--- src/inc/rss_cfg.svh ---
`ifndef RSS_CFG_SVH
`define RSS_CFG_SVH

// ****************************************
// Register subaddresses
// ****************************************
`define RSS_ADDR_GAP_A 8'h20
`define RSS_ADDR_GAP_B 8'h21
`define RSS_ADDR_MAP_A 8'h22
`define RSS_ADDR_MAP_B 8'h23
`define RSS_ADDR_BACKUP 8'h24
`define RSS_ADDR_SWITCH 8'h25
`define RSS_REG_COUNT 6

// ****************************************
// Reset values and writable-bit masks
// ****************************************
`define RSS_RST_GAP_A 8'h00
`define RSS_RST_GAP_B 8'h00
`define RSS_RST_MAP_A 8'h98
`define RSS_RST_MAP_B 8'h75
`define RSS_RST_BACKUP 8'h12
`define RSS_RST_SWITCH 8'h63
`define RSS_MASK_GAP_B 8'h81
`define RSS_MASK_BACKUP 8'h33
`define RSS_MASK_FULL 8'hff

// ****************************************
// Field positions
// ****************************************
`define RSS_FACTOR_BIT 7
`define RSS_GAP_NINE_BIT 0
`define RSS_HI_LSB 4
`define RSS_LO_LSB 0

// ****************************************
// Strobe codes and timing
// ****************************************
`define RSS_MAIN_FIRST 4'h3
`define RSS_MAIN_LAST 4'ha
`define RSS_BACKUP_FIRST 4'h1
`define RSS_BACKUP_LAST 4'h2
`define RSS_STEP_FIRST 4'h1
`define RSS_STEP_LAST 4'ha
`define RSS_CLK_MHZ 25
`define RSS_GAP_SHORT_US 2000
`define RSS_GAP_LONG_US 5000
`define RSS_DOWN_FACTOR 10
`define RSS_GAP_SHORT_CYC (`RSS_GAP_SHORT_US * `RSS_CLK_MHZ)
`define RSS_GAP_LONG_CYC (`RSS_GAP_LONG_US * `RSS_CLK_MHZ)
`define RSS_LOAD_START 4'h2
`define RSS_LOAD_END 4'h8

`endif

--- src/inc/rss_pkg.sv ---
package rss_pkg;

    // Sequencer states, one-hot
    typedef enum logic [4:0] {
        ST_LOAD = 5'b00001,
        ST_OFF = 5'b00010,
        ST_STEP = 5'b00100,
        ST_WAIT = 5'b01000,
        ST_ON = 5'b10000
    } rss_state_t;

    // Register port request
    typedef struct packed {
        logic wrEn;
        logic rdEn;
        logic [7:0] addr;
        logic [7:0] wrData;
    } rss_req_t;

    // Sequencer control inputs
    typedef struct packed {
        logic powerUpReq;
        logic powerDownReq;
        logic sealFlag;
    } rss_ctl_t;

    // All state of the top module
    typedef struct packed {
        rss_state_t st;
        logic [3:0] loadCnt;
        logic [5:0][7:0] regs;
        logic armed;
        logic powerDown;
        logic [3:0] step;
        logic [23:0] timer;
        logic [5:0] railEn;
        logic [7:0] rdData;
        logic blankMeta;
        logic blankSync;
    } rss_core_t;

    // All state of the store
    typedef struct packed {
        logic [5:0][7:0] mem;
        logic [7:0] rdData;
    } rss_store_t;

endpackage : rss_pkg

--- src/verilog/rss_store.sv ---
`timescale 1ns/1ps
`include "rss_cfg.svh"

module rss_store (
    // Clock
    input wire logic mclk,
    // Control
    input wire logic initStore,
    // Write port
    input wire logic wrEn,
    input wire logic [2:0] wrAddr,
    input wire logic [7:0] wrData,
    // Read port
    input wire logic [2:0] rdAddr,
    output logic [7:0] rdData
);

    localparam logic [5:0][7:0] DEFAULTS = {`RSS_RST_SWITCH, `RSS_RST_BACKUP, `RSS_RST_MAP_B,
                                           `RSS_RST_MAP_A, `RSS_RST_GAP_B, `RSS_RST_GAP_A};

    rss_pkg::rss_store_t cur_ff;
    rss_pkg::rss_store_t nxt_cur;

    // Contents survive rst_n; only a blank-store request restores defaults
    always_comb begin
        nxt_cur = cur_ff;
        if (initStore) begin
            nxt_cur.mem = DEFAULTS;
        end else if (wrEn && wrAddr < 3'(`RSS_REG_COUNT)) begin
            nxt_cur.mem[wrAddr] = wrData;
        end
        if (rdAddr < 3'(`RSS_REG_COUNT)) begin
            nxt_cur.rdData = initStore ? DEFAULTS[rdAddr] : cur_ff.mem[rdAddr];
        end else begin
            nxt_cur.rdData = 8'h00;
        end
    end

    // State register
    always_ff @(posedge mclk) begin
        cur_ff <= nxt_cur;
    end

    assign rdData = cur_ff.rdData;

endmodule : rss_store

--- src/verilog/rss_seq.sv ---
// Overview of operation
// - Four-bit codes 3h..Ah enable the rail at strobe step three..ten.
// - Four-bit codes 0h..2h and Bh..Fh leave the rail uncontrolled.
// - Buck one field is bits 3..0 of map A, reset 8h.
// - Map B holds buck-boost in bits 7..4, buck three in 3..0.
// - Map B resets to 75h.
// - Backup map: io field bits 5..4, core bits 1..0, rest read zero.
// - Two-bit codes 1h,2h enable at strobe one,two; 0h,3h uncontrolled.
// - Backup map resets to 12h.
// - Strobe steps one and two run only while the seal flag is zero.
// - With the seal broken, backup converters are never switched off.
// - Switch map holds the low-voltage switch field in bits 7..4.
// - Switch map resets to 63h.
// - Each gap waits 2 ms, or 5 ms when its delay bit is set.
// - Delay factor bit stretches gaps tenfold, during power-down only.
// - Map A sits at subaddress 22h.
`timescale 1ns/1ps
`include "rss_cfg.svh"

module rss_seq #(
    parameter int GAP_SHORT_CYC = `RSS_GAP_SHORT_CYC,
    parameter int GAP_LONG_CYC = `RSS_GAP_LONG_CYC
) (
    // Clock and reset
    input wire logic mclk,
    input wire logic rst_n,
    // Register port
    input rss_pkg::rss_req_t req,
    input wire logic unlockPulse,
    output logic [7:0] regRdData,
    output logic loadBusy,
    // Sequencer control
    input rss_pkg::rss_ctl_t ctl,
    input wire logic storeBlankPin,
    // Sequencer results
    output logic [5:0] railEn,
    output logic [3:0] strobeStep,
    output logic seqBusy
);

    // ****************************************
    // Declarations
    // ****************************************
    rss_pkg::rss_core_t cur_ff;
    rss_pkg::rss_core_t nxt_cur;
    logic [7:0] storeRdData;
    logic [2:0] storeRdAddr;
    logic storeWrEn;
    logic [2:0] regIdx;
    logic regHit;
    logic [7:0] regMask;
    logic [5:0] railHit;
    logic [5:0] railCode [6];
    logic [8:0] gapSel;
    logic [3:0] gapIdx;
    logic [23:0] gapCycles;
    logic lastStep;
    logic skipStep;

    // ****************************************
    // Address decode
    // ****************************************
    // subaddress decode for all six registers
    always_comb begin
        regHit = 1'b1;
        regIdx = 3'd0;
        regMask = `RSS_MASK_FULL;
        case (req.addr)
            `RSS_ADDR_GAP_A: regIdx = 3'd0;
            `RSS_ADDR_GAP_B: begin
                regIdx = 3'd1;
                regMask = `RSS_MASK_GAP_B;
            end
            `RSS_ADDR_MAP_A: regIdx = 3'd2;
            `RSS_ADDR_MAP_B: regIdx = 3'd3;
            `RSS_ADDR_BACKUP: begin
                regIdx = 3'd4;
                regMask = `RSS_MASK_BACKUP;
            end
            `RSS_ADDR_SWITCH: regIdx = 3'd5;
            default: regHit = 1'b0;
        endcase
    end

    // Write reaches the store only when unlocked and not reloading
    // password gate
    assign storeWrEn = req.wrEn && regHit && cur_ff.armed && cur_ff.st != rss_pkg::ST_LOAD;

    // ****************************************
    // Rail fields
    // ****************************************
    // buck one field
    assign railCode[0] = {2'b00, cur_ff.regs[2][`RSS_LO_LSB +: 4]};
    assign railCode[1] = {2'b00, cur_ff.regs[3][`RSS_LO_LSB +: 4]};
    assign railCode[2] = {2'b00, cur_ff.regs[3][`RSS_HI_LSB +: 4]};
    assign railCode[3] = {4'h0, cur_ff.regs[4][`RSS_LO_LSB +: 2]};
    assign railCode[4] = {4'h0, cur_ff.regs[4][`RSS_HI_LSB +: 2]};
    assign railCode[5] = {2'b00, cur_ff.regs[5][`RSS_HI_LSB +: 4]};

    // Per-rail match of its field against the running strobe step
    for (genvar i = 0; i < 6; i++) begin : g_rail
        if (i == 3 || i == 4) begin : g_backup
            assign railHit[i] = railCode[i][3:0] >= `RSS_BACKUP_FIRST && railCode[i][3:0] <= `RSS_BACKUP_LAST
                                && railCode[i][3:0] == cur_ff.step;
        end else begin : g_main
            assign railHit[i] = railCode[i][3:0] >= `RSS_MAIN_FIRST && railCode[i][3:0] <= `RSS_MAIN_LAST
                                && railCode[i][3:0] == cur_ff.step;
        end
    end

    // ****************************************
    // Gap timing
    // ****************************************
    assign gapSel = {cur_ff.regs[1][`RSS_GAP_NINE_BIT], cur_ff.regs[0]};
    // Gap k follows strobe k; going down the gap below the step is used
    assign gapIdx = cur_ff.powerDown ? cur_ff.step - 4'd2 : cur_ff.step - 4'd1;

    always_comb begin
        gapCycles = gapSel[gapIdx] ? 24'(GAP_LONG_CYC) : 24'(GAP_SHORT_CYC);
        if (cur_ff.powerDown && cur_ff.regs[1][`RSS_FACTOR_BIT]) begin
            gapCycles = gapSel[gapIdx] ? 24'(GAP_LONG_CYC * `RSS_DOWN_FACTOR)
                                       : 24'(GAP_SHORT_CYC * `RSS_DOWN_FACTOR);
        end
    end

    assign lastStep = cur_ff.powerDown ? cur_ff.step == `RSS_STEP_FIRST : cur_ff.step == `RSS_STEP_LAST;
    assign skipStep = ctl.sealFlag && cur_ff.step <= `RSS_BACKUP_LAST;

    // ****************************************
    // Next state
    // ****************************************
    always_comb begin
        nxt_cur = cur_ff;
        // Blank-store pin is asynchronous, two flops before use
        nxt_cur.blankMeta = storeBlankPin;
        nxt_cur.blankSync = cur_ff.blankMeta;

        // Unlock arms one write; a fresh unlock wins over the consuming write
        // unlock arming
        if (req.wrEn) begin
            nxt_cur.armed = 1'b0;
        end
        if (unlockPulse) begin
            nxt_cur.armed = 1'b1;
        end

        // Register write and read-back
        if (storeWrEn) begin
            nxt_cur.regs[regIdx] = req.wrData & regMask;
        end
        if (req.rdEn) begin
            nxt_cur.rdData = regHit ? cur_ff.regs[regIdx] & regMask : 8'h00;
        end

        case (cur_ff.st)
            rss_pkg::ST_LOAD: begin
                nxt_cur.loadCnt = cur_ff.loadCnt + 4'd1;
                if (cur_ff.loadCnt > `RSS_LOAD_START) begin
                    nxt_cur.regs[3'(cur_ff.loadCnt - `RSS_LOAD_START - 4'd1)] = storeRdData
                        & (cur_ff.loadCnt == 4'd4 ? `RSS_MASK_GAP_B
                        : cur_ff.loadCnt == 4'd7 ? `RSS_MASK_BACKUP : `RSS_MASK_FULL);
                end
                if (cur_ff.loadCnt == `RSS_LOAD_END) begin
                    nxt_cur.st = rss_pkg::ST_OFF;
                end
            end
            rss_pkg::ST_OFF: begin
                if (ctl.powerUpReq) begin
                    nxt_cur.powerDown = 1'b0;
                    nxt_cur.step = `RSS_STEP_FIRST;
                    nxt_cur.st = rss_pkg::ST_STEP;
                end
            end
            rss_pkg::ST_ON: begin
                if (ctl.powerDownReq) begin
                    nxt_cur.powerDown = 1'b1;
                    nxt_cur.step = `RSS_STEP_LAST;
                    nxt_cur.st = rss_pkg::ST_STEP;
                end
            end
            rss_pkg::ST_STEP: begin
                if (!skipStep) begin
                    if (cur_ff.powerDown) begin
                        nxt_cur.railEn = cur_ff.railEn & ~(railHit & (ctl.sealFlag ? 6'h27 : 6'h3f));
                    end else begin
                        nxt_cur.railEn = cur_ff.railEn | railHit;
                    end
                end
                if (lastStep) begin
                    nxt_cur.st = cur_ff.powerDown ? rss_pkg::ST_OFF : rss_pkg::ST_ON;
                end else if (skipStep) begin
                    // Skipped steps cost no gap
                    nxt_cur.step = cur_ff.powerDown ? cur_ff.step - 4'd1 : cur_ff.step + 4'd1;
                end else begin
                    nxt_cur.timer = gapCycles;
                    nxt_cur.st = rss_pkg::ST_WAIT;
                end
            end
            rss_pkg::ST_WAIT: begin
                nxt_cur.timer = cur_ff.timer - 24'd1;
                if (cur_ff.timer <= 24'd1) begin
                    nxt_cur.step = cur_ff.powerDown ? cur_ff.step - 4'd1 : cur_ff.step + 4'd1;
                    nxt_cur.st = rss_pkg::ST_STEP;
                end
            end
            default: nxt_cur.st = rss_pkg::ST_OFF;
        endcase
    end

    // ****************************************
    // State register
    // ****************************************
    // reset values
    always_ff @(posedge mclk) begin
        if (!rst_n) begin
            cur_ff <= '0;
            cur_ff.st <= rss_pkg::ST_LOAD;
            cur_ff.regs <= {`RSS_RST_SWITCH, `RSS_RST_BACKUP, `RSS_RST_MAP_B,
                            `RSS_RST_MAP_A, `RSS_RST_GAP_B, `RSS_RST_GAP_A};
        end else begin
            cur_ff <= nxt_cur;
        end
    end

    // ****************************************
    // Store
    // ****************************************
    // Read address runs two counts behind so the blank pin is settled first
    assign storeRdAddr = (cur_ff.loadCnt >= `RSS_LOAD_START) ? 3'(cur_ff.loadCnt - `RSS_LOAD_START) : 3'd7;

    rss_store rss_store_inst (
        .mclk(mclk),
        .initStore(cur_ff.blankSync),
        .wrEn(storeWrEn),
        .wrAddr(regIdx),
        .wrData(req.wrData & regMask),
        .rdAddr(storeRdAddr),
        .rdData(storeRdData)
    );

    // ****************************************
    // Outputs
    // ****************************************
    assign regRdData = cur_ff.rdData;
    assign railEn = cur_ff.railEn;
    assign strobeStep = cur_ff.step;
    assign seqBusy = cur_ff.st == rss_pkg::ST_STEP || cur_ff.st == rss_pkg::ST_WAIT;
    assign loadBusy = cur_ff.st == rss_pkg::ST_LOAD;

endmodule : rss_seq

--- config.mk ---
export PLATFORM = sky130hd
export DESIGN_NAME = rss_seq
export DESIGN_NICKNAME = d
export VERILOG_FILES = /design/src/inc/rss_pkg.sv /design/src/verilog/rss_store.sv /design/src/verilog/rss_seq.sv
export VERILOG_INCLUDE_DIRS = /design/src /design/src/inc
export SDC_FILE = /design/constraint.sdc
export NUM_CORES = 1
export LEC_CHECK = 0
export ABC_CLOCK_PERIOD_IN_PS = 2850
export BUFFER_PORTS_ARGS = -buffer_cell sky130_fd_sc_hd__buf_4
export CAP_MARGIN = 20
export CELL_PAD_IN_SITES_DETAIL_PLACEMENT = 1
export CELL_PAD_IN_SITES_GLOBAL_PLACEMENT = 1
export CORE_AREA = 5 5 154 156
export DETAILED_ROUTE_END_ITERATION = 10
export DIE_AREA = 0 0 159 161
export PLACE_DENSITY = 0.68
export SLEW_MARGIN = 5
export SYNTH_ARGS = -nofsm -noshare
export SYNTH_HDL_FRONTEND = slang
export SYNTH_SLANG_ARGS = --single-unit
export TNS_END_PERCENT = 30
--- constraint.sdc ---
create_clock -name mclk -period 2.85 [get_ports mclk]
set_input_delay 0.285 -clock mclk [delete_from_list [all_inputs] [get_ports mclk]]
set_output_delay 0.285 -clock mclk [all_outputs]
set_load 0.05 [all_outputs]
==> impl_metrics.ini <==
[critical_path]
crit_path_end_kind = flop
start_kind = flop
timing.rr.start = strobeStep[1]
cp_max_fo = 7
crit_arrival_ns = 2.92
required_ns = 3.17
critPathLaunch = strobeStep[1]
critical_path_class = flop to flop

[timing]
max_freq_mhz = 385
min_period_over_period_pct = 91.2
min_period_ns = 2.60
worstMarginPinSlew_ns = 0.787
fin_tns_setup_ns = 0
rsz0062_at_grt = no
hold_ws_ns = 0.0586
skew_ns = 0.0129
final_hold_viol_count = 0
finalSetupViolCount = 0
slew_viol_final = 0
relSlewSlack_pct = 47.0

[run]
maxCapViolations = 0

[clock_network]
cts_hold_buf = 0
post_cts_resized = 0
cts-root-buf = clkbuf_16
htreeDepth = 4
cts_made_buffers = 17
clock_path_buffers = 2
clkTransAtPathRegs_ns = 0.07
post_cts_buffers = 0
cts_tree = done
clk_latency_ns = 0.44
cts_sinks = 153

[final_layout]
layout.nets = 1135
drive_above_1_share_pct = 15.4
multi_input_area_um2 = 5060
final_area_um2 = 9830
register_area_um2 = 3060
antenna_cells = 0
area_growth_pct = 13.5
final_cells = 1387
final_common_cell = dfxtp_1
mostFrequentLayoutCells = dfxtp_1 (153), nand2_1 (135), a21oi_1 (89)
nFillCells = 2677

[grt]
grt_pass1_wl_mm = 49.0
grt_start_max_net_pins = 39
first_global_vias = 8326
grt_antenna_before_repair = 0
grt.overflow.total = 0
grt.total_usage_pct = 23.8

[hold_path]
hold_path.startpoint = unlockPulse
min_path_type = input pin to flop

[detailed_routing]
drtIter0Drc = 516
remaining_drc_errors = 0
wl_mm = 31.0
antenna_left = 0
routedWlPerCell_um = 22.4
first_pass_iters = 5
vias_per_cell = 6.05
dr_total_vias = 8391

[logic_synthesis]
ys_seq_area_share_pct = 35.4
yosysWarnings = 0
synth_edf_count = 0
syn_area_um2 = 8660
synth.avg_cell_area_um2 = 8.07
ys_types = 91
ys.flop_type = dfxtp_1
syn_nets = 1119
ys_ff_latch = 153
syn_inst = 1073
async_flop_share_pct = 0

[floorplan]
core_um2 = 22200
dieArea_um2 = 25600
ios = 45
die_w_um = 159
start_util_pct = 39.0
num_rows = 55
die_y_um = 161

[placement]
portBuffers = 44
place_inst = 1355
gp_congestion = 0.863
place_area_um2 = 9220
place_hpwl_mm = 23.5

[power_and_ir_drop]
power.leakage_nw = 3.63
finalPower_mw = 6.33
ir_drop_v = 0.000361
powerDensity_nw_per_um2 = 644

[status]
status = complete, no violations
## cells by family (layout without fill, tap and decap cells)
kind of cell               after synthesis  after routing  share of synthesized area, %
AOI/OAI and AO/OA                      299            299                          22.6
buffers and inverters                  117            146                          6.30
muxes                                   37             37                          4.48
xor gates and xnor gates                11             11                          1.11
DFF                                    153            153                          35.4
and+or+nand+nor                        435            435                          27.1
adders and majority gates               21             21                          3.03
## worst max-delay path: stages, from the launching register on
cell	delay (ns)
dfxtp_1	0.33
inv_1	0.12
ha_1	0.32
and2_1	0.18
a21o_1	0.18
a211o_1	0.23
a211o_1	0.29
mux2i_1	0.14
buf_4	0.17
ha_1	0.17
nor2_1	0.05
a2111oi_0	0.32
## cells in the mapped netlist, types with 20 or more instances
master      n  share of area [%]
nand2_1   135                5.9
nor4_1     23                1.7
a31oi_1    35                2.5
nor2_1     65                2.8
clkbuf_1   43                1.9
buf_2      25                1.4
ha_1       21                3.0
mux2i_1    23                2.7
o21ai_0    50                2.9
nand3_1    46                2.7
a21oi_1    89                5.1
dfxtp_1   153                 35
inv_1      28                1.2
nor3_1     20                1.2
## metrics by stage
stage | util, % | worst slack (ns)
after floorplan | - | 0.00969
after detailed placement | 41.5 | 0.159
final | 44.2 | 0.250
after global placement | 41.5 | 0.268
after global routing | 44.2 | 0.0262
after CTS | 44.2 | 0.156
## cell type report
cell class | instances | share of cell area, %
multi-input combinational | 803 | 51.5
inverter | 28 | 1.07
clock inverter | 15 | 1.77
sequential | 153 | 31.2
timing repair buffer | 86 | 6.57
clock buffer | 17 | 4.33
tap | 285 | 3.63
## power breakdown
part / internal, mW / leakage [nW] / switching, mW
registers: 2.27 / 1.24 / 0.173
clock network: 1.19 / 0.294 / 1.12
logic: 0.579 / 2.10 / 1.01
total: 4.03 / 3.63 / 2.30
## metal layers
metal | track usage [%] | wire (um) | vias up
met5 | 0 | 0 | -
met1 | 33.8 | 14700 | 4176
met2 | 38.3 | 14300 | 207
met4 | 5.43 | 550 | 0
met3 | 3.78 | 1510 | 33
li1 | - | - | 3975
## path summary, 6_finish.rpt
kind	cells after the start	slack (ns)	to
worst max-delay path	11	0.25	cur_ff[23]
worst min-delay path	3	0.06	cur_ff[45]
worst max register to register	11	0.25	cur_ff[23]
worst min register to register	1	0.44	cur_ff[0]
## registers in the layout (all words and copies together) (netlist names), named ones only
| name | count |
|---|---|
| rss_store_inst.rdData | 8 |
| regRdData | 8 |
| strobeStep | 4 |
| cur_ff | 79 |
| rss_store_inst.cur_ff | 48 |
| railEn | 2 |
Power figures use the tool's default switching activity.
